## config.mk

```make
export PLATFORM = sky130hd
export DESIGN_NAME = scd_clock_divider
export DESIGN_NICKNAME = d
export VERILOG_FILES = /design/src/logic/scd_pkg.sv /design/src/logic/scd_clock_divider.sv
export SDC_FILE = /design/constraint.sdc
export NUM_CORES = 1
export LEC_CHECK = 0
export BUFFER_PORTS_ARGS = -buffer_cell sky130_fd_sc_hd__clkbuf_2
export CORE_ASPECT_RATIO = 0.5
export CORE_MARGIN = 2
export CORE_UTILIZATION = 51
export DETAILED_ROUTE_END_ITERATION = 10
export PLACE_DENSITY = 0.84
export REMOVE_ABC_BUFFERS = 1
export SYNTH_ARGS = -nofsm -noshare
export SYNTH_HDL_FRONTEND = slang
export SYNTH_SLANG_ARGS = --single-unit
```

## constraint.sdc

```tcl
create_clock -name sys_clk -period 3 [get_ports sys_clk]
set_input_delay 0.9 -clock sys_clk [delete_from_list [all_inputs] [get_ports sys_clk]]
set_output_delay 0.9 -clock sys_clk [all_outputs]
set_load 0.1 [all_outputs]
```

## src/logic/scd_pkg.sv

```systemverilog
`default_nettype none
package scd_pkg;

    // Register offsets
    localparam logic [7:0] ADDR_SRC_SEL   = 8'h09;
    localparam logic [7:0] ADDR_DIV_RATIO = 8'h0b;
    localparam logic [7:0] ADDR_SYNC_CTL  = 8'h3a;

    // Field positions
    localparam int SRC_RF_BIT     = 0;
    localparam int SRC_DCS_EN_BIT = 4;
    localparam int DIV_LSB        = 0;
    localparam int DIV_MSB        = 2;
    localparam int SYNC_EN_BIT    = 1;
    localparam int SYNC_FIRST_BIT = 2;
    localparam int SYNC_ARMED_BIT = 3;

    // Reset values
    localparam logic [7:0] SRC_SEL_RST   = 8'h00;
    localparam logic [7:0] DIV_RATIO_RST = 8'h00;
    localparam logic [7:0] SYNC_CTL_RST  = 8'h00;

    // Divider constants
    localparam logic [1:0] PREDIV_RISE_CNT = 2'h1;
    localparam logic [1:0] PREDIV_INIT     = 2'h0;
    localparam logic [2:0] DIV_INIT        = 3'h0;

    typedef struct packed {
        logic       rf_sel;
        logic       dcs_en;
        logic [2:0] ratio_m1;
        logic       sync_en;
        logic       sync_first;
    } scd_cfg_t;

    localparam scd_cfg_t CFG_RST = '{
        rf_sel:     SRC_SEL_RST[SRC_RF_BIT],
        dcs_en:     SRC_SEL_RST[SRC_DCS_EN_BIT],
        ratio_m1:   DIV_RATIO_RST[DIV_MSB:DIV_LSB],
        sync_en:    SYNC_CTL_RST[SYNC_EN_BIT],
        sync_first: SYNC_CTL_RST[SYNC_FIRST_BIT]
    };

endpackage : scd_pkg
`default_nettype wire

```

## src/logic/scd_clock_divider.sv

```systemverilog
`default_nettype none
// Contract
// - The source bit picks the Nyquist or high freq input, Nyquist at reset.
// - The high frequency input is divided by four before the integer divider.
// - The selected clock is divided by an integer ratio from 1 to 8.
// - One ratio register serves both clock sources.
// - Any ratio other than 1 forces the duty cycle stabilizer on.
// - Two sync bits enable resync, on every pulse or the first after a write.
// - An accepted reference pulse returns the dividers to initial state.
// - The stabilizer is bypassed while its loop is unlocked, as below 40 MHz.
module scd_clock_divider (
    input  wire logic       sys_clk,
    input  wire logic       reset_n,
    input  wire logic       reg_wr_en,
    input  wire logic [7:0] reg_addr,
    input  wire logic [7:0] reg_wdata,
    output var  logic [7:0] reg_rdata,
    input  wire logic       nyq_clk_in,
    input  wire logic       high_freq_clock_in,
    input  wire logic       sysref_in,
    input  wire logic       dcs_lock_in,
    output var  logic       sample_clk_ch_a,
    output var  logic       sample_clk_ch_b,
    output var  logic       duty_cycle_stabilizer_on,
    output var  logic       sync_armed
);

    function automatic logic wr_hit(input logic       en,
                                    input logic [7:0] addr,
                                    input logic [7:0] target);
        wr_hit = en && (addr == target);
    endfunction : wr_hit

    ////////////////////////////////////////////////////////////////////////
    // Pin synchronisers: nyq, high freq, sysref, lock

    logic [3:0] pin_meta_q;
    logic [3:0] pin_sync_q;
    logic [2:0] pin_prev_q;
    logic       nyq_s;
    logic       rf_s;
    logic       ref_s;
    logic       lock_s;

    always_ff @(posedge sys_clk) begin
        if (!reset_n) begin
            pin_meta_q <= 4'h0;
            pin_sync_q <= 4'h0;
            pin_prev_q <= 3'h0;
        end else begin
            pin_meta_q <= {dcs_lock_in, sysref_in, high_freq_clock_in,
                           nyq_clk_in};
            pin_sync_q <= pin_meta_q;
            pin_prev_q <= pin_sync_q[2:0];
        end
    end

    assign nyq_s  = pin_sync_q[0];
    assign rf_s   = pin_sync_q[1];
    assign ref_s  = pin_sync_q[2];
    assign lock_s = pin_sync_q[3];

    ////////////////////////////////////////////////////////////////////////
    // Registers and divider state

    scd_pkg::scd_cfg_t cfg_q, cfg_d;
    logic       armed_q, armed_d;
    logic [1:0] pre_cnt_q, pre_cnt_d;
    logic [2:0] div_cnt_q, div_cnt_d;
    logic       clk_out_q, clk_out_d;
    logic       dcs_on_q, dcs_on_d;
    logic [7:0] rdata_q, rdata_d;
    logic       wr_src;
    logic       wr_div;
    logic       wr_sync;
    logic       nyq_rise;
    logic       rf_rise;
    logic       ref_rise;
    logic       sel_rise;
    logic       sel_level;
    logic       sync_hit;
    logic [2:0] half;

    always_comb begin
        wr_src   = wr_hit(reg_wr_en, reg_addr, scd_pkg::ADDR_SRC_SEL);
        wr_div   = wr_hit(reg_wr_en, reg_addr, scd_pkg::ADDR_DIV_RATIO);
        wr_sync  = wr_hit(reg_wr_en, reg_addr, scd_pkg::ADDR_SYNC_CTL);
        nyq_rise = nyq_s && !pin_prev_q[0];
        rf_rise  = rf_s && !pin_prev_q[1];
        ref_rise = ref_s && !pin_prev_q[2];
        cfg_d    = cfg_q;
        armed_d  = armed_q;
        if (wr_src) begin
            cfg_d.rf_sel = reg_wdata[scd_pkg::SRC_RF_BIT];
            cfg_d.dcs_en = reg_wdata[scd_pkg::SRC_DCS_EN_BIT];
        end
        if (wr_div) begin
            cfg_d.ratio_m1 =
                reg_wdata[scd_pkg::DIV_MSB:scd_pkg::DIV_LSB];
        end
        // Predivide by four; its rising edge is the 01 to 10 step
        pre_cnt_d = rf_rise ? pre_cnt_q + 2'h1 : pre_cnt_q;
        sel_rise  = cfg_q.rf_sel ?
                    (rf_rise && pre_cnt_q == scd_pkg::PREDIV_RISE_CNT) :
                    nyq_rise;
        sel_level = cfg_q.rf_sel ? pre_cnt_q[1] : nyq_s;
        div_cnt_d = div_cnt_q;
        if (sel_rise) begin
            div_cnt_d = (div_cnt_q >= cfg_q.ratio_m1) ? scd_pkg::DIV_INIT :
                        div_cnt_q + 3'h1;
        end
        // Accept every pulse, or only the first after a write
        sync_hit = ref_rise && cfg_q.sync_en &&
                   (!cfg_q.sync_first || armed_q);
        if (sync_hit) begin
            pre_cnt_d = scd_pkg::PREDIV_INIT;
            div_cnt_d = scd_pkg::DIV_INIT;
            armed_d   = 1'b0;
        end
        if (wr_sync) begin
            cfg_d.sync_en    = reg_wdata[scd_pkg::SYNC_EN_BIT];
            cfg_d.sync_first = reg_wdata[scd_pkg::SYNC_FIRST_BIT];
            armed_d          = 1'b1;
        end
        half      = 3'((4'(cfg_q.ratio_m1) + 4'h1) >> 1);
        clk_out_d = (cfg_q.ratio_m1 == 3'h0) ? sel_level :
                    (div_cnt_d < half);
        dcs_on_d  = (cfg_q.dcs_en || cfg_q.ratio_m1 != 3'h0)
                    && lock_s;
        case (reg_addr)
            scd_pkg::ADDR_SRC_SEL: begin
                rdata_d = 8'h00;
                rdata_d[scd_pkg::SRC_RF_BIT]     = cfg_q.rf_sel;
                rdata_d[scd_pkg::SRC_DCS_EN_BIT] = cfg_q.dcs_en;
            end
            scd_pkg::ADDR_DIV_RATIO: begin
                rdata_d = {5'h00, cfg_q.ratio_m1};
            end
            scd_pkg::ADDR_SYNC_CTL: begin
                rdata_d = 8'h00;
                rdata_d[scd_pkg::SYNC_EN_BIT]    = cfg_q.sync_en;
                rdata_d[scd_pkg::SYNC_FIRST_BIT] = cfg_q.sync_first;
                rdata_d[scd_pkg::SYNC_ARMED_BIT] = armed_q;
            end
            default: begin
                rdata_d = 8'h00;
            end
        endcase
    end

    always_ff @(posedge sys_clk) begin
        if (!reset_n) begin
            cfg_q     <= scd_pkg::CFG_RST;
            armed_q   <= 1'b0;
            pre_cnt_q <= scd_pkg::PREDIV_INIT;
            div_cnt_q <= scd_pkg::DIV_INIT;
            clk_out_q <= 1'b0;
            dcs_on_q  <= 1'b0;
            rdata_q   <= 8'h00;
        end else begin
            cfg_q     <= cfg_d;
            armed_q   <= armed_d;
            pre_cnt_q <= pre_cnt_d;
            div_cnt_q <= div_cnt_d;
            clk_out_q <= clk_out_d;
            dcs_on_q  <= dcs_on_d;
            rdata_q   <= rdata_d;
        end
    end

    ////////////////////////////////////////////////////////////////////////
    // Outputs

    assign sample_clk_ch_a          = clk_out_q;
    assign sample_clk_ch_b          = clk_out_q;
    assign duty_cycle_stabilizer_on = dcs_on_q;
    assign sync_armed               = armed_q;
    assign reg_rdata                = rdata_q;

    ////////////////////////////////////////////////////////////////////////
    // Assertions

    a_reset_nyq_sel: assert property (
        @(posedge sys_clk) disable iff (!reset_n)
        $rose(reset_n) |-> !cfg_q.rf_sel)
        else $error("Source not Nyquist after reset");

    a_src_write: assert property (
        @(posedge sys_clk) disable iff (!reset_n)
        wr_src |=> cfg_q.rf_sel == $past(reg_wdata[scd_pkg::SRC_RF_BIT]))
        else $error("Source select write lost");

    a_prediv_four: assert property (
        @(posedge sys_clk) disable iff (!reset_n)
        (cfg_q.rf_sel && rf_rise && !sync_hit && !wr_src &&
         pre_cnt_q == 2'h3)
        |=> pre_cnt_q == 2'h0 && !sel_level)
        else $error("Predivider not dividing by four");

    a_div_wrap: assert property (
        @(posedge sys_clk) disable iff (!reset_n)
        (sel_rise && div_cnt_q == cfg_q.ratio_m1 && !wr_div)
        |=> div_cnt_q == 3'h0)
        else $error("Divider did not wrap at ratio");

    a_shared_ratio: assert property (
        @(posedge sys_clk) disable iff (!reset_n)
        wr_div |=> cfg_q.ratio_m1 == $past(reg_wdata[2:0]))
        else $error("Ratio write lost");

    a_dcs_forced: assert property (
        @(posedge sys_clk) disable iff (!reset_n)
        (cfg_q.ratio_m1 != 3'h0 && lock_s) |=> dcs_on_q)
        else $error("Stabilizer not forced on");

    a_sync_first: assert property (
        @(posedge sys_clk) disable iff (!reset_n)
        (sync_hit && cfg_q.sync_first && !wr_sync) |=> !armed_q)
        else $error("First pulse mode did not disarm");

    a_sync_reset: assert property (
        @(posedge sys_clk) disable iff (!reset_n)
        sync_hit |=> div_cnt_q == 3'h0 && pre_cnt_q == 2'h0)
        else $error("Divider not reset by reference");

    a_dcs_bypass: assert property (
        @(posedge sys_clk) disable iff (!reset_n)
        !lock_s |=> !dcs_on_q)
        else $error("Stabilizer on while unlocked");

    a_chan_same: assert property (
        @(posedge sys_clk) disable iff (!reset_n)
        sample_clk_ch_a == sample_clk_ch_b)
        else $error("Channel clocks differ");

endmodule : scd_clock_divider
`default_nettype wire

```

==> results.py, run 1 <==
metrics = {
    "outcome": {
        "status": "completed",
    },
    "sta": {
        "max_freq_mhz": 387,
        "max_slew_margin_pct": 57.2,
        "worst_pin_slew_ns": 0.638,
        "period_needed_ns": 2.59,
        "final_max_slew_viol_count": 0,
        "worst_slack_ns": 0.413,
        "holdWs_ns": 0.434,
        "final-setup-viol-count": 0,
        "setup_tns_ns": 0,
        "hold_violations": 0,
        "fin_skew_ns": 0.00446,
        "rsz0062_at_grt": "false",
        "timing.final.crit_share_pct": 86.2,
    },
    "routing": {
        "drt_iter0_drc": 43,
        "num_vias": 1122,
        "firstDrtPassIters": 5,
        "routed_wl_um": 2640,
        "ant_nets": 0,
        "vias_per_cell": 5.29,
        "wl_per_cell_um": 12.5,
        "drc": 0,
    },
    "finish": {
        "drive_gt1_share_pct": 22.9,
        "final_util_pct": 63.0,
        "multi_input_area_um2": 686,
        "num-fill-cells": 213,
        "antennaDiodeCount": 0,
        "regArea_um2": 621,
        "final_nets": 206,
        "area_delta_synth_final_pct": 17.7,
    },
    "pwr": {
        "leakagePower_uw": 0.000702,
        "max-vdd-ir-drop_mv": 0.380,
        "powerDensity_nw_per_um2": 513,
    },
    "logic_synthesis": {
        "synthFlopType": "dfxtp_1",
        "synth_most_common_cell": "dfxtp_1",
        "async_flop_share_pct": 0,
        "netlist_area_um2": 1380,
        "ys_seq_area_share_pct": 45.1,
        "synth_cells": 146,
        "ys_warn_count": 0,
        "netlist.area_leader.share_pct": 45.1,
        "synth-seq-cells": 31,
        "yosys.area.top_type": "dfxtp_1",
        "syn_area_per_cell_um2": 9.42,
        "synth_commonest_cells": "dfxtp_1 (31), and2_1 (13), a21oi_1 (10)",
        "synth_edf_count": 0,
        "synth.area.top_cells": "dfxtp_1 (45%), ha_1 (8.2%), and2_1 (5.9%)",
        "ys_types": 38,
    },
    "floorplan": {
        "ioPinCount": 35,
        "die_area_um2": 3150,
        "die_width_um": 77.4,
        "die_y_um": 40.7,
        "core_area_um2": 2570,
        "initial_core_util_pct": 53.5,
        "rows": 13,
    },
    "placed_design": {
        "place.gp.congestion": 0.800,
        "port-buffer-count": 27,
        "pre_cts_ws_ns": 0.465,
        "place_hpwl_um": 1960,
    },
    "job": {
        "drv_cap": 0,
    },
    "min_path": {
        "hold_class": "reg -> reg",
        "hp-start": "pin_meta_q[1]",
    },
    "critical_path": {
        "cp_slowest_stage_delay_ns": 0.45,
        "timing.rr.start": "cfg_q[4]",
        "critical-path-slowest-cell": "dfxtp_1",
        "critPathKind": "reg -> reg",
        "setup.worst_path.start": "cfg_q[4]",
        "crit_fanout": 6,
        "cp.required_ns": 3.21,
        "path_cells": "inv_1 -> ha_1 -> and2_1 -> a221oi_2 -> nand3b_1 -> a21oi_1 -> ha_1 -> a221oi_1 -> o221ai_1 -> a21oi_1",
        "path_buf_inv": 1,
        "worstSetupEndpointType": "flip-flop",
        "crit_family": "compound AO/OA/AOI/OAI gates",
        "crit_path_start_kind": "flip-flop",
        "r2r_slack_ns": 0.41,
        "crit_arrival_ns": 2.80,
    },
    "clock_network": {
        "cts_max_level": 2,
        "clk_latency_ns": 0.28,
        "cts_root_buf": "clkbuf_8",
        "cts.repair.resized": 0,
        "cts_buffer_depth": 2,
        "postCtsSetupRepairBufs": 0,
        "numCtsBuffers": 5,
        "clk_pin_slew_worst_paths_ns": 0.06,
        "cts_tree": "done",
        "cts.sinks": 31,
        "ctsHoldBuffers": 0,
    },
    "global_route": {
        "grt_pass1_wl_um": 4160,
        "grt_use_total_pct": 18.2,
        "grt_max_degree": 18,
        "grt_remaining_overflow": 0,
        "antenna_found_initial": 0,
        "first_global_vias": 1006,
    },
}
layout make-up:
class,count,share of cell area [%]
tap,37,2.86
sequential,31,38.4
timing repair buffer,27,8.35
clock buffer,8,6.19
inverter,8,1.86
multi-input combinational,101,42.4
registers in the layout, indices dropped and copies added (netlist names):
register	cells
duty_cycle_stabilizer_on	1
sync_armed	1
reg_rdata	5
div_cnt_q	3
sample_clk_ch_a	1
pin_meta_q	4
pre_cnt_q	2
pin_prev_q	3
cfg_q	7
pin_sync_q	4
per-layer routing:
metal  GRT usage, %  routed length (um)
met3           8.15                 145
met2           35.0                1290
met1           18.6                1150
met5              0                   0
met4           7.59                  65
final timing paths:
path | cells past startpoint | end
max | 10 | sample_clk_ch_a
min | 1 | pin_sync_q[1]
min reg2reg | 1 | pin_sync_q[1]
max reg2reg | 10 | sample_clk_ch_a
power by group:
part | switching [uW] | internal [uW]
sequential | 3.27 | 420
clock | 143 | 209
combinational | 37.2 | 17.8
total | 183 | 646
per-stage QoR:
stage / cell area [um^2] / cells / total power (uW)
after floorplan: 1340 / 140 / 466
after global placement: 1520 / 204 / 485
after detailed placement: 1520 / 204 / 487
after CTS: 1620 / 212 / 837
after global routing: 1620 / 212 / 860
final: 1620 / 212 / 829
cells by family (layout without fill, tap and decap cells):
| kind of cell | Yosys count | count (layout) | synth area share, % |
|---|---|---|---|
| compound gates | 25 | 25 | 12.6 |
| buf+inv | 16 | 43 | 5.55 |
| other cells | 1 | 3 | 0.273 |
| flops | 31 | 31 | 45.1 |
| mux | 2 | 2 | 1.55 |
| xor+xnor | 2 | 2 | 1.27 |
| simple gates | 60 | 60 | 25.5 |
| fa+ha+maj | 9 | 9 | 8.19 |
placed cells by master (no fill, tap or decap), drive strengths merged, types with 2 or more instances in the layout:
| cell type | instances |
|---|---|
| nand3b | 2 |
| and2 | 13 |
| inv | 8 |
| dfxtp | 31 |
| a211oi | 2 |
| nand3 | 8 |
| nand4 | 2 |
| nand2b | 3 |
| a22oi | 4 |
| clkbuf | 35 |
| xnor2 | 2 |
| nor2b | 3 |
| conb | 3 |
| and3 | 4 |
| nand2 | 8 |
| ha | 9 |
| a221oi | 2 |
| nor3 | 3 |
| a21oi | 11 |
| nor2 | 8 |
| o21ai | 2 |
(Power assumes the default switching activity.)
==> run 2, diff against run 1 <==
- ABC_AREA: unset -> 1
- CORE_UTILIZATION: 51 -> 52
- PLACE_DENSITY: 0.84 -> 0.85
==> run 2 against run 1 <==
Net effect:
- sequential cell count stayed put
- first-iteration DRC count up 110%
- clock power up 19%
- critical path type unchanged
- wire length down 0.57%
- core utilization grew 2.4 points
- non-clock buffer count unchanged
- power increased by 11%
- synthesized cell count up 24%
- critical endpoint unchanged
- global-route usage up 0.20 points
- sequential power barely moved
- via count grew 4.8%
- clock skew decreased by 0.0018 ns
==> results.py, run 2 <==
metrics = {
    "outcome": {
        "status": "completed",
    },
    "routing": {
        "firstDrtPassIters": 4,
        "drt_iter0_drc": 90,
        "wl_per_cell_um": 10.6,
        "drc": 0,
        "routed_wl_um": 2630,
        "vias_per_cell": 4.72,
        "num_vias": 1176,
        "ant_nets": 0,
    },
    "finish": {
        "final_nets": 243,
        "largest_reg_flops": 7,
        "layout_common_cells": "nand2_1 (35), dfxtp_1 (31), inv_1 (29), clkbuf_2 (27), a21oi_1 (12)",
        "final_common_cell": "nand2_1",
        "antennaDiodeCount": 0,
        "area_delta_synth_final_pct": 18.8,
        "largest-register": "cfg_q",
        "drive_gt1_share_pct": 26.4,
    },
    "critical_path": {
        "crit_fanout": 4,
        "cp_common_cell": "nand2_1",
        "cp_slowest_stage_delay_ns": 0.40,
        "critical-path-slowest-cell": "dfxtp_1",
        "crit_path_start_kind": "flip-flop",
        "worstSetupEndpointType": "flip-flop",
        "cp.required_ns": 3.22,
        "critPathKind": "reg -> reg",
        "crit_arrival_ns": 2.50,
        "path_cells": "inv_1 -> ha_1 -> a21oi_1 -> nand2_1 -> nand2_2 -> nand2_2 -> a31o_1 -> nor2_1 -> ha_1 -> nand2_1 -> inv_1 -> nand2_1 -> nand2_1 -> a21oi_2",
    },
    "floorplan": {
        "initial_core_util_pct": 55.0,
        "core_area_um2": 2600,
        "ioPinCount": 35,
        "die_y_um": 41.1,
        "die_width_um": 78.2,
        "rows": 13,
        "die_area_um2": 3210,
    },
    "job": {
        "drv_cap": 0,
    },
    "logic_synthesis": {
        "ys_warn_count": 0,
        "syn_area_per_cell_um2": 7.91,
        "synth_commonest_cells": "nand2_1 (35), dfxtp_1 (31), inv_1 (29)",
        "synth.area.top_cells": "dfxtp_1 (43%), nand2_1 (9.2%), ha_1 (7.9%)",
        "ys_types": 31,
        "synth_cells": 181,
        "synth-seq-cells": 31,
        "yosys.area.top_type": "dfxtp_1",
        "ys_seq_area_share_pct": 43.4,
        "synthFlopType": "dfxtp_1",
        "synth_edf_count": 0,
        "netlist_area_um2": 1430,
        "synth_most_common_cell": "nand2_1",
        "async_flop_share_pct": 0,
        "netlist.area_leader.share_pct": 43.4,
    },
    "pwr": {
        "clkPwrFrac_pct": 45.8,
        "p_sw_uw": 209,
        "switching_share_pct": 22.7,
        "p_total_uw": 919,
        "powerDensity_nw_per_um2": 540,
        "combPwrFrac_pct": 8.1,
        "leakagePower_uw": 0.000848,
        "max-vdd-ir-drop_mv": 0.462,
        "cell_internal_pwr_uw": 710,
        "pwr-share-seq_pct": 46.1,
    },
    "clock_network": {
        "cts_buffer_depth": 2,
        "cts.sinks": 31,
        "cts_root_buf": "clkbuf_8",
        "cts.repair.resized": 0,
        "cts_tree": "done",
        "clk_pin_slew_worst_paths_ns": 0.06,
        "numCtsBuffers": 5,
        "clk_latency_ns": 0.28,
        "cts_max_level": 2,
        "postCtsSetupRepairBufs": 0,
        "ctsHoldBuffers": 0,
    },
    "sta": {
        "fin_skew_ns": 0.00266,
        "hold_violations": 0,
        "max_freq_mhz": 440,
        "max_slew_margin_pct": 63.5,
        "worst_pin_slew_ns": 0.550,
        "timing.final.crit_share_pct": 75.7,
        "final-setup-viol-count": 0,
        "rsz0062_at_grt": "false",
        "holdWs_ns": 0.413,
        "final_max_slew_viol_count": 0,
        "setup_tns_ns": 0,
        "period_needed_ns": 2.27,
    },
    "placed_design": {
        "port-buffer-count": 27,
        "place_hpwl_um": 2030,
        "place.gp.congestion": 0.793,
    },
    "global_route": {
        "first_global_vias": 990,
        "grt_use_total_pct": 18.4,
        "antenna_found_initial": 0,
        "grt_max_degree": 23,
        "grt_remaining_overflow": 0,
        "grt_pass1_wl_um": 4260,
    },
    "min_path": {
        "hold_class": "reg -> reg",
    },
}
[run 2: cell count changes after synthesis, sizes merged, moves of 3 or more]
cell	change
and2	-13
nor2	+5
nand2b	-3
o21ai	+4
nand2	+34
and3	-4
nor3	+3
a22oi	-4
nor2b	-3
inv	+25
[run 2: worst max-delay path: cells and delay by family (launching register included)]
family | cells | cell delay [ns]
buffers and inverters | 2 | 0.15
and+or+nand+nor | 7 | 0.55
AOI/OAI and AO/OA | 3 | 0.53
DFF | 1 | 0.40
adders and majority gates | 2 | 0.58
[run 2: power by group through the flow]
| stage | clock network (uW) | logic [uW] | registers [uW] |
|---|---|---|---|
| 4_1_cts | 427 | 74.7 | 424 |
| 3_3_place_gp | 0 | 72.4 | 433 |
| 3_5_place_dp | 0 | 74.5 | 433 |
| 5_1_grt | 445 | 81.4 | 424 |
| 2_1_floorplan | 0 | 44.9 | 438 |
| 6_report | 420 | 74.6 | 424 |
[run 2: routing by layer]
layer,vias up,routed length (um),GRT usage (%),part of all wire (%)
li1,624,-,-,-
met1,518,1200,21.7,45
met2,25,1230,31.5,47
met3,9,135,5.95,5.1
met4,0,65,10.5,2.5
met5,-,0,0,0
[run 2: path summary, 6_finish.rpt]
kind         slack [ns]               to  depth (start not counted)     startpoint
max                0.73  sample_clk_ch_a                         14       cfg_q[4]
max reg2reg        0.73  sample_clk_ch_a                         14       cfg_q[4]
min reg2reg        0.41    pin_sync_q[1]                          2  pin_meta_q[1]
min                0.41    pin_sync_q[1]                          2  pin_meta_q[1]
[run 2: final cells by class]
type | instances | area, um^2
tap | 37 | 46.3
multi-input combinational | 112 | 653
timing repair buffer | 27 | 135
fill | 214 | 902
clock inverter | 2 | 35.0
sequential | 31 | 621
clock buffer | 6 | 82.6
inverter | 34 | 128
[run 2: metrics by stage]
stage	area [um^2]	setup slack, ns	cells	utilization [%]
after floorplan	1400	0.547	177	-
after global placement	1580	0.878	241	60.8
after detailed placement	1580	0.778	241	60.8
after CTS	1700	0.759	249	65.3
after global routing	1700	0.591	249	65.3
final	1700	0.728	249	65.3
[run 2: logic make-up (layout without fill, tap and decap cells)]
| kind of cell | Yosys count | count (layout) | synth area share [%] |
|---|---|---|---|
| multiplexers | 1 | 1 | 0.699 |
| XOR/XNOR | 2 | 2 | 1.22 |
| AND/OR/NAND/NOR | 74 | 74 | 25.9 |
| other | 1 | 3 | 0.262 |
| flip-flops | 31 | 31 | 43.4 |
| AO/OA/AOI/OAI | 23 | 23 | 9.18 |
| buffers and inverters | 40 | 69 | 11.5 |
| adder cells (fa/ha/maj) | 9 | 9 | 7.87 |
==> run 3, diff against run 2 <==
- ABC_AREA: 1 -> 0
- CORE_UTILIZATION: 52 -> 51
- PLACE_DENSITY: 0.85 -> 0.84
- clock period: 3 -> 2.2 ns (I/O delays scaled with it)
==> run 3 against run 2 <==
Net effect:
- the run now ends with setup timing left
- non-clock buffer count is 13 higher
- cell area grew 6.8%
- worst hold slack better by 0.024 ns
- cell count down 9.6%
- fmax increased by 1.8%
- power up 18%
- sequential cell count unchanged
- sequential share of layout area is 1.8 points lower
- sequential power up 36%
- clock skew barely moved
- critical path type unchanged
==> results.py, run 3 (synthesis results as in run 1) <==
metrics = {
    "outcome": {
        "status": "complete, but fails checks",
        "violations": "setup timing",
    },
    "finish": {
        "final_util_pct": 70.6,
        "stdcell_area_um2": 1820,
        "final_common_cell": "clkbuf_2",
        "largest_reg_flops": 7,
        "layout_common_cells": "clkbuf_2 (27), dfxtp_1 (23), buf_4 (13), and2_1 (12), a21oi_1 (9)",
        "drive_gt1_share_pct": 40.4,
        "antennaDiodeCount": 0,
        "final_nets": 219,
        "largest-register": "cfg_q",
        "num-fill-cells": 188,
        "area_delta_synth_final_pct": 32.0,
    },
    "pwr": {
        "clkPwrFrac_pct": 38.7,
        "combPwrFrac_pct": 7.8,
        "cell_internal_pwr_uw": 823,
        "p_sw_uw": 257,
        "switching_share_pct": 23.8,
        "pwr-share-seq_pct": 53.5,
        "powerDensity_nw_per_um2": 595,
        "leakagePower_uw": 0.000828,
        "max-vdd-ir-drop_mv": 0.442,
    },
    "floorplan": {
        "ioPinCount": 35,
        "die_y_um": 40.7,
        "core_area_um2": 2570,
        "initial_core_util_pct": 53.5,
        "die_width_um": 77.4,
        "rows": 13,
        "die_area_um2": 3150,
    },
    "routing": {
        "num_vias": 1166,
        "routed_wl_um": 3220,
        "drc": 0,
        "drt_iter0_drc": 38,
        "wl_per_cell_um": 14.3,
        "ant_nets": 0,
        "vias_per_cell": 5.18,
        "firstDrtPassIters": 4,
    },
    "critical_path": {
        "crit_path_start_kind": "flip-flop",
        "cp.required_ns": 2.41,
        "rr_worst_depth": 8,
        "setup.worst_path.start": "pin_sync_q[0]",
        "rr_endpoint": "sample_clk_ch_a",
        "r2r_slack_ns": -0.03,
        "critPathKind": "reg -> reg",
        "crit_arrival_ns": 2.45,
        "cp-endpoint": "sample_clk_ch_a",
        "worstSetupEndpointType": "flip-flop",
        "timing.rr.start": "pin_sync_q[0]",
        "crit_fanout": 3,
    },
    "clock_network": {
        "clk_latency_ns": 0.28,
        "cts.sinks": 31,
        "cts_max_level": 2,
        "cts_tree": "done",
        "cts_root_buf": "clkbuf_8",
        "clk_pin_slew_worst_paths_ns": 0.06,
        "ctsHoldBuffers": 0,
        "cts_buffer_depth": 2,
        "numCtsBuffers": 5,
    },
    "sta": {
        "timing.final.crit_share_pct": 101,
        "rsz0062_at_grt": "true",
        "holdWs_ns": 0.437,
        "worst_pin_slew_ns": 0.604,
        "hold_violations": 0,
        "fin_skew_ns": 0.00291,
        "period_needed_ns": 2.23,
        "final-setup-viol-count": 1,
        "max_freq_mhz": 448,
        "setup_tns_ns": -0.0324,
        "final_max_slew_viol_count": 0,
        "max_slew_margin_pct": 59.2,
        "worst_slack_ns": -0.0324,
    },
    "min_path": {
        "whs_path_depth": 1,
        "hold_class": "reg -> reg",
    },
    "placed_design": {
        "placed_area_um2": 1600,
        "place.gp.congestion": 0.814,
        "port-buffer-count": 27,
        "place_hpwl_um": 2140,
    },
    "global_route": {
        "grt_pass1_wl_um": 4640,
        "grt_max_degree": 17,
        "grt_remaining_overflow": 0,
        "antenna_found_initial": 0,
        "first_global_vias": 1101,
        "grt_use_total_pct": 20.7,
    },
    "job": {
        "drv_cap": 0,
    },
}
[run 3: cell count changes in the layout (fill, tap and decap cells not counted), moves of 6 or more]
| cell | previous run | this run |
|---|---|---|
| nand2_1 | 35 | 8 |
| and2_1 | 0 | 12 |
| inv_1 | 29 | 4 |
| buf_4 | 0 | 13 |
| dfxtp_2 | 0 | 8 |
| nand2_2 | 6 | 0 |
| dfxtp_1 | 31 | 23 |
[run 3: layer usage]
layer	wire length [um]	share of wire, %	vias to the layer above	GRT usage (%)
met4	98	3.0	0	9.82
met2	1560	48	39	38.9
li1	-	-	585	-
met5	0	0	-	0
met3	183	5.7	11	9.03
met1	1380	43	531	21.6
[run 3: stage by stage]
stage                     total power (uW)  cells  setup WS (ns)
final                                 1080    225        -0.0324
after floorplan                        635    140         -0.160
after detailed placement               667    215         -0.157
after global routing                  1120    225         -0.148
after CTS                             1090    224        0.00237
after global placement                 665    215        -0.0675
[run 3: power groups by stage]
stage / Combinational [uW] / Sequential (uW) / Clock (uW)
3_5_place_dp: 78.2 / 589 / 0
4_1_cts: 79.1 / 576 / 431
6_report: 83.9 / 578 / 419
2_1_floorplan: 45.9 / 589 / 0
5_1_grt: 91.3 / 579 / 449
3_3_place_gp: 76.3 / 589 / 0
[run 3: layout make-up]
class / instances / area [um^2] / share of cell area [%]
Clock buffer: 7 / 76.3 / 4.20
Tap cell: 37 / 46.3 / 2.55
Timing Repair Buffer: 40 / 233 / 12.8
Clock inverter: 1 / 5.00 / 0.276
Inverter: 8 / 30.0 / 1.65
Multi-Input combinational cell: 101 / 795 / 43.8
Sequential cell: 31 / 631 / 34.7
[run 3: how the worst min path moves through the flow]
| stage | startpoint | endpoint | slack, ns |
|---|---|---|---|
| after global placement | pin_meta_q[3] | pin_sync_q[3] | 0.42 |
| after detailed placement | pin_meta_q[3] | pin_sync_q[3] | 0.42 |
| after global routing | pin_meta_q[0] | pin_sync_q[0] | 0.46 |
| after floorplan | pin_meta_q[0] | pin_sync_q[0] | 0.41 |
| after CTS | pin_meta_q[3] | pin_sync_q[3] | 0.44 |
| final | pin_sync_q[3] | duty_cycle_stabilizer_on | 0.44 |
[run 3: repair_timing]
item | CTS | global route
gates resized for setup | 13 | 15
setup buffers | 1 | 1
endpoints found under the setup margin | 1 | 1
pin swaps | 10 | 9
[run 3: critical path, stage by stage (launching register included)]
cell      delay (ns)
dfxtp_2         0.33
or3b_4          0.39
a221oi_4        0.30
nand3b_1        0.15
a21oi_2         0.21
ha_4            0.23
a221oi_2        0.25
o221ai_1        0.15
a21oi_1         0.15
